### src/core/pvm_pkg.sv
// Constants for the vendor mode/status register set of a 10/100 transceiver.
// Assumes registers are reached by a 5-bit register index from the management logic.
//
// Operation
// - Mode control bit 13 enables energy-detect power-down; resets to zero.
// - Bit 9 set retransmits every received packet onto the line, 100BASE-TX only.
// - Far loopback keeps working while the isolate control bit is asserted.
// - Bit 6 selects primary interrupt scheme at 0 (default), alternate at 1.
// - Energy-present bit falls to 0 after 256 ms without valid line energy.
// - Energy-present is forced to 1 by hardware reset, untouched by software reset.
// - Special modes bits 7:5 hold the read-write operating mode the device follows.
// - Operating-mode default is loaded from the three mode straps at reset.
// - Address field 4:0 is the management address and the scrambler seed.
// - Address field default comes from the single address strap pin.
// - In 100BASE-TX the symbol error counter advances on invalid symbols, idle included.
// - The counter advances at most once per received packet.
// - The counter wraps from its maximum to zero and keeps counting.
// - Reset clears the counter; reading it leaves it unchanged.
// - The counter holds and never advances in 10BASE-T mode.
// - Special control bit 15 clear means auto crossover; set means bit 13 decides.
// - Manual select 0 gives straight wiring, 1 gives crossed wiring.
// - Special control bit 11 set disables the SQE heartbeat test; default enabled.
// - Read-only bit 4 reports 10BASE-T receive polarity, 1 for reversed.

package pvm_pkg;

  // ==========================================================================
  // Register indexes
  localparam logic [4:0] PVM_IDX_MODE_CTL = 5'h11;
  localparam logic [4:0] PVM_IDX_SPECIAL_MODES = 5'h12;
  localparam logic [4:0] PVM_IDX_SYM_ERR = 5'h1A;
  localparam logic [4:0] PVM_IDX_XOVER_CTL = 5'h1B;

  // ==========================================================================
  // Field positions
  localparam int PVM_BIT_EDPD_EN = 13;
  localparam int PVM_BIT_LOOPBACK_EN = 9;
  localparam int PVM_BIT_IRQ_SCHEME = 6;
  localparam int PVM_BIT_ENERGY = 1;
  localparam int PVM_BIT_MODE_RSVD_RW = 0;
  localparam int PVM_BIT_SM_RSVD_RW = 14;
  localparam int PVM_MODE_MSB = 7;
  localparam int PVM_MODE_LSB = 5;
  localparam int PVM_ADDR_MSB = 4;
  localparam int PVM_ADDR_LSB = 0;
  localparam int PVM_BIT_XOVER_DIS = 15;
  localparam int PVM_BIT_XOVER_SEL = 13;
  localparam int PVM_BIT_SQE_DIS = 11;
  localparam int PVM_BIT_RX_POL = 4;

  // ==========================================================================
  // Reset values
  localparam logic PVM_RST_SM_RSVD_RW = 1'b1;
  localparam logic PVM_RST_ENERGY = 1'b1;
  localparam logic [2:0] PVM_RST_MODE = 3'h0;
  localparam logic [4:0] PVM_RST_ADDR = 5'h00;
  localparam logic [15:0] PVM_RST_SYM_ERR = 16'h0000;

  // ==========================================================================
  // Timing
  localparam int PVM_CLK_KHZ = 125000;
  localparam int PVM_ENERGY_TIMEOUT_MS = 256;
  localparam int PVM_ENERGY_CYCLES = PVM_ENERGY_TIMEOUT_MS * PVM_CLK_KHZ;
  localparam int PVM_ENERGY_CNT_W = 25;

endpackage

### src/core/pvm_regs.sv
// Vendor mode/status registers: power-down, loopback, straps, error count, crossover.
// Assumes one clock, register index port from the management logic, sync inputs.
`timescale 1ns/1ps
`default_nettype none

module pvm_regs #(
  parameter int ENERGY_CYCLES = pvm_pkg::PVM_ENERGY_CYCLES
) (
  input wire logic clk_sys_i,
  input wire logic rstn_i,
  input wire logic ce_i,
  input wire logic soft_rst_i,
  input wire logic [4:0] reg_addr_i,
  input wire logic reg_wr_i,
  input wire logic reg_rd_i,
  input wire logic [15:0] reg_wdata_i,
  output logic [15:0] reg_rdata_o,
  input wire logic [2:0] mode_strap_i,
  input wire logic addr_strap_i,
  input wire logic speed_100_i,
  input wire logic isolate_i,
  input wire logic energy_detect_i,
  input wire logic rx_packet_i,
  input wire logic rx_symbol_err_i,
  input wire logic rx_dv_i,
  input wire logic [3:0] rx_data_i,
  input wire logic auto_mdix_i,
  input wire logic rx_polarity_reversed_i,
  output logic energy_detect_powerdown_en_o,
  output logic irq_scheme_select_o,
  output logic [2:0] op_mode_o,
  output logic [4:0] mgmt_address_o,
  output logic lb_tx_en_o,
  output logic [3:0] lb_tx_data_o,
  output logic mdix_active_o,
  output logic heartbeat_test_en_o
);
  import pvm_pkg::*;

  // ==========================================================================
  // Decode helpers
  function automatic logic hit(input logic [4:0] addr, input logic [4:0] idx);
    hit = (addr == idx);
  endfunction

  logic wr_mode_ctl;
  logic wr_special;
  logic wr_xover;
  assign wr_mode_ctl = ce_i && reg_wr_i && hit(reg_addr_i, PVM_IDX_MODE_CTL);
  assign wr_special = ce_i && reg_wr_i && hit(reg_addr_i, PVM_IDX_SPECIAL_MODES);
  assign wr_xover = ce_i && reg_wr_i && hit(reg_addr_i, PVM_IDX_XOVER_CTL);

  // ==========================================================================
  // Mode control register
  logic edpd_en_q;
  logic line_side_loopback_en_q;
  logic irq_scheme_select_q;
  logic mode_rsvd_q;

  always_ff @(posedge clk_sys_i or negedge rstn_i) begin
    if (!rstn_i) begin
      edpd_en_q <= 1'b0;
      line_side_loopback_en_q <= 1'b0;
      irq_scheme_select_q <= 1'b0;
      mode_rsvd_q <= 1'b0;
    end else if (ce_i) begin
      if (soft_rst_i) begin
        edpd_en_q <= 1'b0;
        line_side_loopback_en_q <= 1'b0;
        irq_scheme_select_q <= 1'b0;
        mode_rsvd_q <= 1'b0;
      end else if (wr_mode_ctl) begin
        edpd_en_q <= reg_wdata_i[PVM_BIT_EDPD_EN];
        line_side_loopback_en_q <= reg_wdata_i[PVM_BIT_LOOPBACK_EN];
        irq_scheme_select_q <= reg_wdata_i[PVM_BIT_IRQ_SCHEME];
        mode_rsvd_q <= reg_wdata_i[PVM_BIT_MODE_RSVD_RW];
      end
    end
  end

  assign energy_detect_powerdown_en_o = edpd_en_q;
  assign irq_scheme_select_o = irq_scheme_select_q;

  // ==========================================================================
  // Energy-present status and its quiet-line timer
  // Soft reset is deliberately absent here: the flag survives it.
  logic line_energy_present_q;
  logic [PVM_ENERGY_CNT_W-1:0] energy_timer_q;
  localparam logic [PVM_ENERGY_CNT_W-1:0] ENERGY_LAST = PVM_ENERGY_CNT_W'(ENERGY_CYCLES - 1);
  logic energy_expire;
  assign energy_expire = !energy_detect_i && (energy_timer_q == ENERGY_LAST);

  always_ff @(posedge clk_sys_i or negedge rstn_i) begin
    if (!rstn_i) begin
      line_energy_present_q <= PVM_RST_ENERGY;
      energy_timer_q <= '0;
    end else if (ce_i) begin
      if (energy_detect_i) begin
        line_energy_present_q <= 1'b1;
        energy_timer_q <= '0;
      end else if (energy_expire) begin
        line_energy_present_q <= 1'b0;
      end else begin
        energy_timer_q <= energy_timer_q + 1'b1;
      end
    end
  end

  // ==========================================================================
  // Special modes register; strap defaults are caught after reset release
  logic strap_done_q;
  logic sm_rsvd_q;
  logic [2:0] op_mode_q;
  logic [4:0] mgmt_address_q;

  always_ff @(posedge clk_sys_i or negedge rstn_i) begin
    if (!rstn_i) begin
      strap_done_q <= 1'b0;
      sm_rsvd_q <= PVM_RST_SM_RSVD_RW;
      op_mode_q <= PVM_RST_MODE;
      mgmt_address_q <= PVM_RST_ADDR;
    end else if (ce_i) begin
      if (!strap_done_q) begin
        strap_done_q <= 1'b1;
        op_mode_q <= mode_strap_i;
        mgmt_address_q <= {4'h0, addr_strap_i};
      end else if (wr_special) begin
        sm_rsvd_q <= reg_wdata_i[PVM_BIT_SM_RSVD_RW];
        op_mode_q <= reg_wdata_i[PVM_MODE_MSB:PVM_MODE_LSB];
        mgmt_address_q <= reg_wdata_i[PVM_ADDR_MSB:PVM_ADDR_LSB];
      end
    end
  end

  assign op_mode_o = op_mode_q;
  // Same field feeds the management address match and the scrambler seed
  assign mgmt_address_o = mgmt_address_q;

  // ==========================================================================
  // Symbol error counter
  logic pkt_err_seen_q;
  logic [15:0] invalid_symbol_count_q;
  logic count_step;
  assign count_step = speed_100_i && rx_symbol_err_i && !(rx_packet_i && pkt_err_seen_q);

  always_ff @(posedge clk_sys_i or negedge rstn_i) begin
    if (!rstn_i) begin
      pkt_err_seen_q <= 1'b0;
    end else if (ce_i) begin
      if (!rx_packet_i || soft_rst_i) begin
        pkt_err_seen_q <= 1'b0;
      end else if (speed_100_i && rx_symbol_err_i) begin
        pkt_err_seen_q <= 1'b1;
      end
    end
  end

  always_ff @(posedge clk_sys_i or negedge rstn_i) begin
    if (!rstn_i) begin
      invalid_symbol_count_q <= PVM_RST_SYM_ERR;
    end else if (ce_i) begin
      if (soft_rst_i) begin
        invalid_symbol_count_q <= PVM_RST_SYM_ERR;
      end else if (count_step) begin
        // Natural 16-bit wrap to zero after the maximum
        invalid_symbol_count_q <= invalid_symbol_count_q + 16'h0001;
      end
    end
  end

  // ==========================================================================
  // Crossover, heartbeat and polarity
  logic auto_crossover_disable_q;
  logic manual_crossover_select_q;
  logic heartbeat_test_disable_q;
  logic mdix_q;

  always_ff @(posedge clk_sys_i or negedge rstn_i) begin
    if (!rstn_i) begin
      auto_crossover_disable_q <= 1'b0;
      manual_crossover_select_q <= 1'b0;
      heartbeat_test_disable_q <= 1'b0;
    end else if (ce_i) begin
      if (soft_rst_i) begin
        auto_crossover_disable_q <= 1'b0;
        manual_crossover_select_q <= 1'b0;
      end else if (wr_xover) begin
        auto_crossover_disable_q <= reg_wdata_i[PVM_BIT_XOVER_DIS];
        manual_crossover_select_q <= reg_wdata_i[PVM_BIT_XOVER_SEL];
        heartbeat_test_disable_q <= reg_wdata_i[PVM_BIT_SQE_DIS];
      end
    end
  end

  always_ff @(posedge clk_sys_i or negedge rstn_i) begin
    if (!rstn_i) begin
      mdix_q <= 1'b0;
    end else if (ce_i) begin
      mdix_q <= auto_crossover_disable_q ? manual_crossover_select_q : auto_mdix_i;
    end
  end

  assign mdix_active_o = mdix_q;
  assign heartbeat_test_en_o = !heartbeat_test_disable_q;

  // ==========================================================================
  // Far loopback: isolate is not consulted, so the path runs while isolated
  logic lb_tx_en_q;
  logic [3:0] lb_tx_data_q;

  always_ff @(posedge clk_sys_i or negedge rstn_i) begin
    if (!rstn_i) begin
      lb_tx_en_q <= 1'b0;
      lb_tx_data_q <= 4'h0;
    end else if (ce_i) begin
      lb_tx_en_q <= line_side_loopback_en_q && speed_100_i && rx_dv_i;
      lb_tx_data_q <= rx_data_i;
    end
  end

  assign lb_tx_en_o = lb_tx_en_q;
  assign lb_tx_data_o = lb_tx_data_q;

  // ==========================================================================
  // Read port, one cycle latency, no side effects on any register
  logic [15:0] rdata_d;
  logic [15:0] rdata_q;

  always_comb begin
    rdata_d = 16'h0000;
    if (hit(reg_addr_i, PVM_IDX_MODE_CTL)) begin
      rdata_d[PVM_BIT_EDPD_EN] = edpd_en_q;
      rdata_d[PVM_BIT_LOOPBACK_EN] = line_side_loopback_en_q;
      rdata_d[PVM_BIT_IRQ_SCHEME] = irq_scheme_select_q;
      rdata_d[PVM_BIT_ENERGY] = line_energy_present_q;
      rdata_d[PVM_BIT_MODE_RSVD_RW] = mode_rsvd_q;
    end else if (hit(reg_addr_i, PVM_IDX_SPECIAL_MODES)) begin
      rdata_d[PVM_BIT_SM_RSVD_RW] = sm_rsvd_q;
      rdata_d[PVM_MODE_MSB:PVM_MODE_LSB] = op_mode_q;
      rdata_d[PVM_ADDR_MSB:PVM_ADDR_LSB] = mgmt_address_q;
    end else if (hit(reg_addr_i, PVM_IDX_SYM_ERR)) begin
      rdata_d = invalid_symbol_count_q;
    end else if (hit(reg_addr_i, PVM_IDX_XOVER_CTL)) begin
      rdata_d[PVM_BIT_XOVER_DIS] = auto_crossover_disable_q;
      rdata_d[PVM_BIT_XOVER_SEL] = manual_crossover_select_q;
      rdata_d[PVM_BIT_SQE_DIS] = heartbeat_test_disable_q;
      rdata_d[PVM_BIT_RX_POL] = rx_polarity_reversed_i;
    end
  end

  always_ff @(posedge clk_sys_i or negedge rstn_i) begin
    if (!rstn_i) begin
      rdata_q <= 16'h0000;
    end else if (ce_i && reg_rd_i) begin
      rdata_q <= rdata_d;
    end
  end

  assign reg_rdata_o = rdata_q;

  // ==========================================================================
  // Checks
  AST_EDPD_WRITE: assert property (@(posedge clk_sys_i) disable iff (!rstn_i)
    (wr_mode_ctl && !soft_rst_i)
      |=> energy_detect_powerdown_en_o == $past(reg_wdata_i[PVM_BIT_EDPD_EN]))
    else $error("power-down enable did not follow write");

  AST_LOOPBACK_ECHO: assert property (@(posedge clk_sys_i) disable iff (!rstn_i)
    (ce_i && line_side_loopback_en_q && speed_100_i && rx_dv_i)
      |=> lb_tx_en_o && lb_tx_data_o == $past(rx_data_i))
    else $error("far loopback failed to echo receive data");

  AST_LOOPBACK_ISOLATE: assert property (@(posedge clk_sys_i) disable iff (!rstn_i)
    (ce_i && isolate_i && line_side_loopback_en_q && speed_100_i && rx_dv_i) |=> lb_tx_en_o)
    else $error("far loopback stopped under isolate");

  AST_LOOPBACK_10M: assert property (@(posedge clk_sys_i) disable iff (!rstn_i)
    (ce_i && !speed_100_i) |=> !lb_tx_en_o)
    else $error("far loopback active in 10BASE-T");

  AST_IRQ_SCHEME: assert property (@(posedge clk_sys_i) disable iff (!rstn_i)
    (wr_mode_ctl && !soft_rst_i)
      |=> irq_scheme_select_o == $past(reg_wdata_i[PVM_BIT_IRQ_SCHEME]))
    else $error("interrupt scheme select did not follow write");

  AST_ENERGY_FALL: assert property (@(posedge clk_sys_i) disable iff (!rstn_i)
    (ce_i && energy_expire) |=> !line_energy_present_q)
    else $error("energy-present did not fall at timeout");

  AST_ENERGY_SOFT: assert property (@(posedge clk_sys_i) disable iff (!rstn_i)
    (ce_i && soft_rst_i && !energy_detect_i)
      |=> line_energy_present_q == $past(line_energy_present_q && !energy_expire))
    else $error("software reset altered energy-present");

  AST_MODE_KEPT: assert property (@(posedge clk_sys_i) disable iff (!rstn_i)
    (ce_i && strap_done_q && soft_rst_i && !wr_special) |=> $stable(op_mode_o))
    else $error("operating mode lost on software reset");

  AST_SYMERR_IDLE: assert property (@(posedge clk_sys_i) disable iff (!rstn_i)
    (ce_i && !soft_rst_i && speed_100_i && rx_symbol_err_i && !rx_packet_i)
      |=> invalid_symbol_count_q == $past(invalid_symbol_count_q) + 16'h0001)
    else $error("idle symbol error not counted");

  AST_SYMERR_ONCE: assert property (@(posedge clk_sys_i) disable iff (!rstn_i)
    (ce_i && !soft_rst_i && rx_packet_i && pkt_err_seen_q) |=> $stable(invalid_symbol_count_q))
    else $error("symbol error counted twice in one packet");

  AST_SYMERR_10M: assert property (@(posedge clk_sys_i) disable iff (!rstn_i)
    (ce_i && !soft_rst_i && !speed_100_i) |=> $stable(invalid_symbol_count_q))
    else $error("symbol error counter moved in 10BASE-T");

  AST_SYMERR_READ: assert property (@(posedge clk_sys_i) disable iff (!rstn_i)
    (ce_i && reg_rd_i && !soft_rst_i && !count_step) |=> $stable(invalid_symbol_count_q))
    else $error("read changed the symbol error counter");

  AST_XOVER_MANUAL: assert property (@(posedge clk_sys_i) disable iff (!rstn_i)
    (ce_i && auto_crossover_disable_q) |=> mdix_active_o == $past(manual_crossover_select_q))
    else $error("manual crossover select not applied");

  AST_XOVER_AUTO: assert property (@(posedge clk_sys_i) disable iff (!rstn_i)
    (ce_i && !auto_crossover_disable_q) |=> mdix_active_o == $past(auto_mdix_i))
    else $error("automatic crossover result not applied");

endmodule

`default_nettype wire

### config.mk
export PLATFORM = sky130hd
export DESIGN_NAME = pvm_regs
export DESIGN_NICKNAME = d
export VERILOG_FILES = /design/src/core/pvm_pkg.sv /design/src/core/pvm_regs.sv
export SDC_FILE = /design/constraint.sdc
export NUM_CORES = 1
export LEC_CHECK = 0
export BUFFER_PORTS_ARGS = -buffer_cell sky130_fd_sc_hd__buf_2
export CORE_UTILIZATION = 41
export CTS_BUF_LIST = sky130_fd_sc_hd__clkbuf_8
export DETAILED_ROUTE_END_ITERATION = 7
export GPL_ROUTABILITY_DRIVEN = 0
export SLEW_MARGIN = 20
export SYNTH_ARGS = -nofsm -noshare
export SYNTH_HDL_FRONTEND = slang
export SYNTH_SLANG_ARGS = --single-unit
### constraint.sdc
create_clock -name clk_sys_i -period 5 [get_ports clk_sys_i]
set_input_delay 0.25 -clock clk_sys_i [delete_from_list [all_inputs] [get_ports clk_sys_i]]
set_output_delay 0.25 -clock clk_sys_i [all_outputs]
set_load 0.03 [all_outputs]
======== After elaboration in Yosys (flattened, before gate mapping) ========
Cells that the tools add are included.
word-level totals
  register bits ........................... 82
  logic and storage cells ................. 108
operators by class
  add/subtract/negate cells ............... 2
  equality and inequality tests ........... 7
  muxes and demuxes ....................... 49
  bitwise operators ....................... 1
  reduce and logical (&&, ||, !) cells .... 30
operators with widths
  kind                     count
  $mux W25                 2
  $mux W1                  32
  $mux W16                 2
  $add A25 B1 Y25 const B  1
  $eq A25 B25 Y1 const B   1
  $eq A5 B5 Y1 const B     4
  $add A16 B1 Y16 const B  1
  $reduce_and A2 Y1        7
  $mux W6                  2
  $logic_and A1 B1 Y1      11
  $mux W5                  2
  $reduce_bool A2 Y1       5
  $mux W3                  3
  $mux W4                  2
  $mux W8                  1
  $mux W2                  3
  $reduce_and A3 Y1        2
  $logic_not A1 Y1         4
  $ne A2 B2 Y1 const B     2
  $logic_or A1 B1 Y1       1
  $not A1 Y1               1

======== Depth between registers and ports, before layout ========
Gate-level depths: netlist of the first run.
  depth after elaboration ................. 5
  mapped depth ............................ 7

======== Least setup slack after synthesis of the first run ========
Ideal clock, no wire load.
  path type ............................... register to register
  start point ............................. reg energy_timer_q[15]
  end point ............................... reg energy_timer_q[12]
  library setup time ...................... 0.119 ns
  arrival ................................. 2.038 ns
  data required time ...................... 4.881 ns
  slack ................................... 2.843 ns
  stages on the path, launching flop included .. 7
  period minus slack after synthesis ...... 2.157 ns
  cell sequence ........................... dfrtp_1 or4b_1 or4_4 o21ai_2 buf_6 nor3_1 o21a_1
on the way
  cells in the longest elaborated chain, start to end .. 4
ends and longest elaborated chain
  item                         line             text
  from (decl)                  pvm_regs.sv:88   logic [PVM_ENERGY_CNT_W-1:0] energy_timer_q;
  from (signal assigned)       pvm_regs.sv:104  energy_timer_q <= energy_timer_q + 1'b1;
  $eq A25 B25 Y1               pvm_regs.sv:91   assign energy_expire = !energy_detect_i && (energy_timer_q == ENERGY_LAST);
  $logic_and A1 B1 Y1          pvm_regs.sv:91
  $ne A2 B2 Y1 (no line)       -
  $reduce_and A2 Y1 (no line)  -
No other way between the ends.
A chain may end at the register's enable or synchronous reset.

======== Worst setup path after layout of the first run ========
  start point ............................. reg energy_timer_q[15]
  end point ............................... reg energy_timer_q[10]
Same word-level chain as after synthesis.

==> out/metrics.yaml, run 1 <==
worst_setup_path:
  end_kind: "register"
  crit_type: "register to register"
  cp.arrival_ps: 2620
  r2r_start: "energy_timer_q[15]"
  start_kind: "register"
  worstPathMaxFanout: 12
  cp.required_ps: 5220
  startpoint: "energy_timer_q[15]"
final_layout:
  final_cell_count_no_fill: 636
  syn2layout_area_growth_pct: 16.4
  num-fill-cells: 968
  drive_above_1_share_pct: 20.9
  diodes: 0
  nNetsFinal: 543
timing:
  finalSetupTns_ps: 0
  setup-violations-final: 0
  fin_hold_ws_ps: 110
  fmax_mhz: 416
  drv_slew: 0
  layout_setup_ws_ps: 2600
  report.final.hold_viol_count: 0
  rsz0062_at_grt: "false"
  max_slew_margin_pct: 40.6
  fin_skew_ps: 11.6
  min_period_ps: 2400
  finalCritPeriodShare_pct: 48.1
  worst_pin_slew_ps: 889
synthesis:
  ys_ff_latch: 82
  ys_types: 52
  yosys-top-cells-area: "dfrtp_1 (48%), mux2i_1 (4.3%), nand2_1 (4.3%)"
  async_reset_ff_share_pct: 100
  yosysTopAreaCellShare_pct: 47.9
  muxShareOfSynthArea_pct: 5.93
  syn_avg_cell_area_um2: 9.63
  synth_top_family_by_area: "simple AND/OR/NAND/NOR gates"
  yosys.area.top_type: "dfrtp_1"
  synthFlopType: "dfrtp_1"
  yosys_warnings: 0
  synth_adder_area_share_pct: 0.599
  yosysSeqAreaShare_pct: 49.2
  yosys.area_share.simple_pct: 23.9
  syn_nets: 479
  synthTopCellsByCount: "dfrtp_1 (80), nand2_1 (48), nor2_1 (27)"
  synthCells: 434
  synth_edf_count: 0
  synth.most_common_cell: "dfrtp_1"
  syn-cell-area_mm2: 0.00418
  synthXorXnorAreaFrac_pct: 3.56
  synth-compound-area-share_pct: 13.2
clock_network:
  post_cts_buffers: 0
  cts-root-buf: "clkbuf_8"
  htree_levels: 3
  clockBufferDepth: 2
  clk_latency_ps: 360
  cts.clk_slew.worst_paths_ps: 80
  numCtsBuffers: 9
  clock-sinks: 82
  cts_tree: "built"
global_routing:
  gr-usage-all-layers_pct: 20.0
  grt_pass1_vias: 3192
  antenna_found_initial: 0
  grt-ovfl-total: 0
  grt_pass1_wl_mm: 16.1
  grt_max_degree: 83
floorplan:
  core-area_mm2: 0.00982
  die_area_mm2: 0.0106
  die_h_um: 103
  initial_utilization_pct: 42.6
  row_count: 36
  io_pins: 76
  dieWidth_um: 103
worst_hold_path:
  min_path_type: "input pin to register"
  hold_path.startpoint: "reg_wdata_i[4]"
detailed_routing:
  drt_iter0_drc: 95
  ant_nets: 0
  first_pass_iters: 4
  via_count: 3470
  wl_per_cell_um: 15.6
  drt-total-wl_mm: 9.90
  remaining_drc_errors: 0
  viasPerCell: 5.46
placement:
  pre_cts_ws_ps: 2590
  hpwlAfterDp_mm: 6.92
  post-place-cells: 619
  io_buffers: 71
power_and_ir_drop:
  p_leak_nw: 2.16
  ir_worst_vdd_v: 0.000181
  p_per_area_mw_per_mm2: 305
  power_mw: 1.48
status:
  status: "finished, final reports clean"
run:
  max-cap-violations: 0
-- layout by cell type (no fill, tap or decap), drive strengths merged, types with 11 or more instances in the layout --
cell,netlist,final
a21oi,18,18
buf,3,73
dfrtp,80,80
inv,16,18
mux2i,18,18
nand2,48,48
nand3,16,16
nand4,12,12
nor2,28,28
nor3,13,13
o21ai,31,31
or3,11,11
xnor2,12,12
-- final timing paths --
kind / to / slack (ps) / cells past startpoint
worst max-delay path: energy_timer_q[10] / 2600 / 5
worst min-delay path: mgmt_address_o[4] / 110 / 2
worst max register to register: energy_timer_q[10] / 2600 / 5
worst min register to register: reg_rdata_o[14] / 480 / 2
max in group asynchronous: energy_timer_q[1] / 3980 / 2
min in group asynchronous: mgmt_address_o[4] / 480 / 2
-- logic make-up after synthesis --
| logic type | Yosys count |
|---|---|
| AOI/OAI and AO/OA | 89 |
| xor gates and xnor gates | 17 |
| adders and majority gates | 2 |
| buffers and inverters | 37 |
| DFF | 82 |
| muxes | 24 |
| and+or+nand+nor | 183 |
-- flip-flops by register name, summed over array words and instances, names as in the netlist --
signal                        flops
auto_crossover_disable_q          1
invalid_symbol_count_q           16
line_energy_present_q             1
op_mode_o                         3
irq_scheme_select_o               1
sm_rsvd_q                         1
strap_done_q                      1
mdix_active_o                     1
lb_tx_data_o                      4
energy_timer_q                   25
heartbeat_test_disable_q          1
reg_rdata_o                      16
manual_crossover_select_q         1
lb_tx_en_o                        1
mgmt_address_o                    5
line_side_loopback_en_q           1
pkt_err_seen_q                    1
mode_rsvd_q                       1
energy_detect_powerdown_en_o      1
-- repair_timing --
item,4_1_cts,5_1_grt
endpoints found under the hold margin,0,51
gates resized for setup,0,0
hold buffers,0,1
-- worst max-delay path: stages, from the launching register on --
cell     delay [ps]
dfrtp_1         460
or4b_1          540
or4_4           600
o21ai_2         410
or2_2           190
a21oi_1          60
-- layer usage --
metal	up-vias	GRT usage [%]	part of all wire, %
li1	1703	-	-
met1	1681	28.4	49
met2	76	30.1	46
met3	10	4.61	3.8
met4	0	6.72	1.0
met5	-	0	0
-- cell type report --
cell class	count	area [um2]	area share (%)
Clock buffer	10	138	2.83
Multi-Input combinational cell	315	1970	40.5
Tap cell	133	166	3.42
Clock inverter	6	88.8	1.83
Timing Repair Buffer	74	387	7.95
Sequential cell	82	2050	42.2
Inverter	16	60.1	1.23
-- power by group --
group          leakage (nW)  total [mW]  switching, mW  internal [mW]
Sequential             1.10       0.748         0.0438          0.705
Combinational         0.952       0.190          0.121         0.0689
Clock                 0.114       0.544          0.248          0.296
-- per-stage QoR --
step           utilization, %  instance area (um2)
4_1_cts                  49.4                 4850
6_report                 49.5                 4860
5_1_grt                  49.5                 4860
3_3_place_gp             47.1                 4620
3_5_place_dp             47.1                 4620
2_1_floorplan               -                 4180
Power figures use the tool's default switching activity.
==> inputs of run 2 (changes only) <==
--- a/config.mk
+++ b/config.mk
@@ -5,6 +5,7 @@
 export SDC_FILE = /design/constraint.sdc
 export NUM_CORES = 1
 export LEC_CHECK = 0
+export ABC_AREA = 1
 export BUFFER_PORTS_ARGS = -buffer_cell sky130_fd_sc_hd__buf_2
 export CORE_UTILIZATION = 41
 export CTS_BUF_LIST = sky130_fd_sc_hd__clkbuf_8
==> constraint.sdc (replaced) <==
create_clock -name clk_sys_i -period 2.2 [get_ports clk_sys_i]
set_input_delay 0.11 -clock clk_sys_i [delete_from_list [all_inputs] [get_ports clk_sys_i]]
set_output_delay 0.11 -clock clk_sys_i [all_outputs]
set_load 0.03 [all_outputs]
==> run 2 against run 1 <==
Final cell count grew 37%. Die area is 9.1% higher. Flip-flop and latch count unchanged. Via count up 29%. Largest cell class is now multi-input gates.
==> out/metrics.yaml, run 2 <==
detailed_routing:
  via_count: 4473
  ant_nets: 0
  first_pass_iters: 5
  wl_per_cell_um: 14.5
  viasPerCell: 5.14
  remaining_drc_errors: 0
  drt-total-wl_mm: 12.6
  drt_iter0_drc: 327
worst_setup_path:
  worstPathCellList: "o22ai_4 -> nor2_1 -> a31oi_1 -> dlygate4sd3_1"
  slowest_stage: "dlygate4sd3_1"
  worstPathMaxFanout: 16
  crit_family: "compound AO/OA/AOI/OAI gates"
  cp.arrival_ps: 2200
  r2r_slack_ps: 310
  critPathBufInv: 1
  end_kind: "register"
  cp.required_ps: 2510
  cpPeakStageDelay_ps: 580
  crit_type: "register to register"
  start_kind: "register"
placement:
  placed_cell_area_mm2: 0.00509
  hpwlAfterDp_mm: 9.12
  io_buffers: 71
  pre_cts_ws_ps: 316
synthesis:
  synth.most_common_cell: "nand2_1"
  syn_nets: 671
  syn-cell-area_mm2: 0.00457
  syn_avg_cell_area_um2: 7.30
  yosysSeqAreaShare_pct: 45.0
  yosys-top-cells-area: "dfrtp_1 (44%), nand2_1 (18%), nor2_1 (6.1%)"
  yosys.area.top_type: "dfrtp_1"
  synth_edf_count: 0
  ys_ff_latch: 82
  yosys_warnings: 0
  synthTopCellsByCount: "nand2_1 (215), dfrtp_1 (80), nor2_1 (74)"
  ys_types: 37
  yosysTopAreaCellShare_pct: 43.8
  async_reset_ff_share_pct: 100
  synthCells: 626
  synthFlopType: "dfrtp_1"
timing:
  drv_slew: 0
  rsz0062_at_grt: "false"
  max_slew_margin_pct: 62.2
  worst_pin_slew_ps: 567
  fin_skew_ps: 10.6
  min_period_ps: 1890
  setup-violations-final: 0
  finalCritPeriodShare_pct: 86.1
  finalSetupTns_ps: 0
  report.final.hold_viol_count: 0
  layout_setup_ws_ps: 307
  fmax_mhz: 528
floorplan:
  die_area_mm2: 0.0116
  core-area_mm2: 0.0108
  initial_utilization_pct: 42.1
  row_count: 38
  dieWidth_um: 108
  die_h_um: 108
  io_pins: 76
worst_hold_path:
  min_path_type: "input pin to register"
clock_network:
  cts.clk_slew.worst_paths_ps: 90
  post_cts_buffers: 0
  htree_levels: 3
  numCtsBuffers: 9
  cts-root-buf: "clkbuf_8"
  clockBufferDepth: 2
  cts_resized: 0
  clock-sinks: 82
  clk_latency_ps: 370
  cts_tree: "built"
  hold_buffers: 23
global_routing:
  grt_pass1_vias: 4121
  grt_pass1_wl_mm: 20.8
  grt-ovfl-total: 0
  grt_max_degree: 55
  gr-usage-all-layers_pct: 23.5
  antenna_found_initial: 0
final_layout:
  nNetsFinal: 771
  syn2layout_area_growth_pct: 20.7
  final_area_mm2: 0.00551
  drive_above_1_share_pct: 16.3
  max_flop_register: "energy_timer_q"
  most-common-layout-cells: "nand2_1 (215), dfrtp_1 (80), nor2_1 (74)"
  num-fill-cells: 1100
  diodes: 0
  final_common_cell: "nand2_1"
  largest_reg_flops: 25
power_and_ir_drop:
  p_leak_nw: 2.73
  p_per_area_mw_per_mm2: 576
  power_mw: 3.17
  ir_worst_vdd_v: 0.000337
status:
  status: "finished, final reports clean"
run:
  max-cap-violations: 0
-- run 2: cell types whose count changed in the layout (fill, tap and decap cells not counted), sizes merged, moves of 9 or more --
cell,previous run,this run
dlygate4sd3,1,24
inv,18,63
mux2i,18,0
nand2,48,217
nand2b,9,0
nand3,16,54
nand4,12,22
nor2,28,78
o21ai,31,40
or3,11,0
xnor2,12,0
-- run 2: metal layers --
layer / global-route usage, % / vias up / part of all wire (%)
li1: - / 2231 / -
met1: 35.5 / 2102 / 51
met2: 33.6 / 126 / 43
met3: 3.45 / 14 / 4.5
met4: 9.49 / 0 / 1.4
met5: 0 / - / 0
-- run 2: area by class of cell --
type                    count  area [um2]  area share [%]
clock inverters             6        50.0           0.908
flip-flops and latches     82        2050            37.3
inverters                  62         235            4.27
well taps                 140         175            3.18
repair buffers            105         686            12.4
clock buffers              10         138            2.50
multi-input cells         466        2180            39.5
-- run 2: worst register-to-register path, delay by kind of cell, from the launching register on --
kind	cells	cell delay, ps
compound gates	2	620
flops	1	550
buf+inv	1	580
simple gates	1	80
-- run 2: stage by stage --
stage	hold WS [ps]	std cells	utilization [%]
final	18.2	871	50.9
after global routing	14.3	871	50.9
after CTS	3.08	870	50.8
after detailed placement	67.9	831	46.9
after global placement	67.6	831	46.9
after floorplan	-186	626	-
-- run 2: power by group --
part           total (mW)  leakage (nW)  switching, mW  internal, mW
clock                1.05        0.0891          0.595         0.450
sequential           1.64          1.09         0.0573          1.58
combinational       0.489          1.55          0.326         0.163
-- run 2: cell families after synthesis --
family          share of synthesized area (%)
xor+xnor                                 1.73
fa+ha+maj                               0.548
buf+inv                                  7.40
flops                                    45.0
simple gates                             35.3
compound gates                           10.1
-- run 2: final timing paths --
kind,startpoint,end,depth (start not counted)
max,strap_done_q,op_mode_o[2],4
min,reg_wdata_i[5],op_mode_o[0],3
max reg2reg,strap_done_q,op_mode_o[2],4
min reg2reg,lb_tx_data_o[0],lb_tx_data_o[0],2
max in group asynchronous,rstn_i,sm_rsvd_q,3
min in group asynchronous,rstn_i,energy_timer_q[15],2
==> inputs of run 3 (changes only) <==
==> constraint.sdc (replaced) <==
create_clock -name clk_sys_i -period 2.2 [get_ports clk_sys_i]
set_input_delay 0.44 -clock clk_sys_i [delete_from_list [all_inputs] [get_ports clk_sys_i]]
set_output_delay 0.44 -clock clk_sys_i [all_outputs]
set_load 0.03 [all_outputs]
==> run 3 against run 2 <==
Clock power is 9% higher. Flip-flop and latch count stayed put. Non-clock buffer count is 22 lower. Sequential power hardly changed. Register-to-register slack worse by 40 ps. Total power is 1.7% higher. Critical path depth is 5 higher. Maximum frequency is 2.3% lower. Die area stayed put. Critical endpoint is now energy_timer_q[0].
==> out/metrics.yaml, run 3 (synthesis results as in run 2) <==
clock_network:
  cts_tree: "built"
  hold_buffers: 0
  post_cts_buffers: 0
  clock-sinks: 82
  clk_latency_ps: 350
  cts.clk_slew.worst_paths_ps: 90
  numCtsBuffers: 9
  cts-root-buf: "clkbuf_8"
  cts_resized: 0
  clockBufferDepth: 2
  htree_levels: 3
final_layout:
  multi_input_area_mm2: 0.00218
  largest_reg_flops: 25
  num-fill-cells: 1109
  drive_above_1_share_pct: 16.9
  max_flop_register: "energy_timer_q"
  diodes: 0
  final_common_cell: "nand2_1"
  most-common-layout-cells: "nand2_1 (215), dfrtp_1 (80), nor2_1 (74)"
  final_util_pct: 49.0
  nNetsFinal: 749
  seqCellArea_mm2: 0.00205
  syn2layout_area_growth_pct: 16.4
timing:
  worst_pin_slew_ps: 507
  fmax_mhz: 516
  max_slew_margin_pct: 66.2
  report.final.hold_viol_count: 0
  setup-violations-final: 0
  fin_skew_ps: 7.41
  drv_slew: 0
  rsz0062_at_grt: "false"
  finalSetupTns_ps: 0
  min_period_ps: 1940
  finalCritPeriodShare_pct: 88.1
floorplan:
  initial_utilization_pct: 42.1
  row_count: 38
  die_h_um: 108
  die_area_mm2: 0.0116
  io_pins: 76
  dieWidth_um: 108
  core-area_mm2: 0.0108
detailed_routing:
  ant_nets: 0
  remaining_drc_errors: 0
  drt-total-wl_mm: 12.2
  viasPerCell: 5.15
  wl_per_cell_um: 14.4
  via_count: 4371
  drt_iter0_drc: 318
  first_pass_iters: 6
worst_setup_path:
  cp.required_ps: 2480
  end_kind: "register"
  worstPathMaxFanout: 13
  crit_type: "register to register"
  cp.arrival_ps: 2220
  start_kind: "register"
global_routing:
  antenna_found_initial: 0
  grt_pass1_wl_mm: 20.4
  gr-usage-all-layers_pct: 22.8
  grt_pass1_vias: 4033
  grt-ovfl-total: 0
  grt_max_degree: 37
worst_hold_path:
  min_path_type: "input pin to asynchronous set/reset pin"
placement:
  hpwlAfterDp_mm: 9.08
  io_buffers: 71
status:
  status: "finished, final reports clean"
power_and_ir_drop:
  p_per_area_mw_per_mm2: 607
  ir_worst_vdd_v: 0.000268
  p_leak_nw: 2.66
run:
  max-cap-violations: 0
-- run 3: layer usage --
metal	track usage (%)	up-vias	part of all wire, %
met5	0	-	0
met4	6.26	0	1.1
met3	3.69	14	4.9
met2	32.7	125	41
met1	35.0	2049	53
li1	-	2183	-
-- run 3: worst max-delay path, cell delays in order (launching register included) --
cell and delay (ps):
dfrtp_1 450, ha_1 300, nand3_2 130, inv_2 70
nand2_4 100, nor2_4 50, a21oi_4 310, buf_4 270
nand3_1 80, o21ai_1 80
-- run 3: path summary, 6_finish.rpt --
path,cells after the start,to,startpoint,slack [ps]
max,9,energy_timer_q[0],energy_timer_q[0],260
min in group clk_sys_i,3,lb_tx_data_o[2],rx_data_i[2],280
max reg2reg,9,energy_timer_q[0],energy_timer_q[0],260
min reg2reg,2,lb_tx_data_o[0],lb_tx_data_o[0],480
min,1,reg_rdata_o[1],rstn_i,60
max in group asynchronous,2,energy_timer_q[6],rstn_i,1630
-- run 3: final cells by class --
| type | instances | area share [%] |
|---|---|---|
| Clock buffer | 11 | 2.85 |
| Clock inverter | 4 | 0.965 |
| Inverter | 62 | 4.42 |
| Multi-Input combinational cell | 466 | 40.9 |
| Sequential cell | 82 | 38.6 |
| Tap cell | 140 | 3.29 |
| Timing Repair Buffer | 83 | 8.90 |
-- run 3: stage by stage --
stage / area [um2] / setup slack, ps / instances / hold WS (ps) / total power, mW
floorplan: 4570 / 643 / 626 / 144 / 1.93
global placement: 5110 / 304 / 833 / 449 / 2.12
detailed placement: 5110 / 267 / 833 / 457 / 2.13
CTS: 5320 / 245 / 848 / 69.6 / 3.26
global route: 5320 / 70.3 / 848 / 78.1 / 3.39
finish: 5320 / 263 / 848 / 56.6 / 3.23
-- run 3: report_power, final --
group          total [mW]  internal (mW)  switching, mW
Combinational       0.450          0.133          0.317
Clock                1.14          0.581          0.558
Sequential           1.64           1.58         0.0565
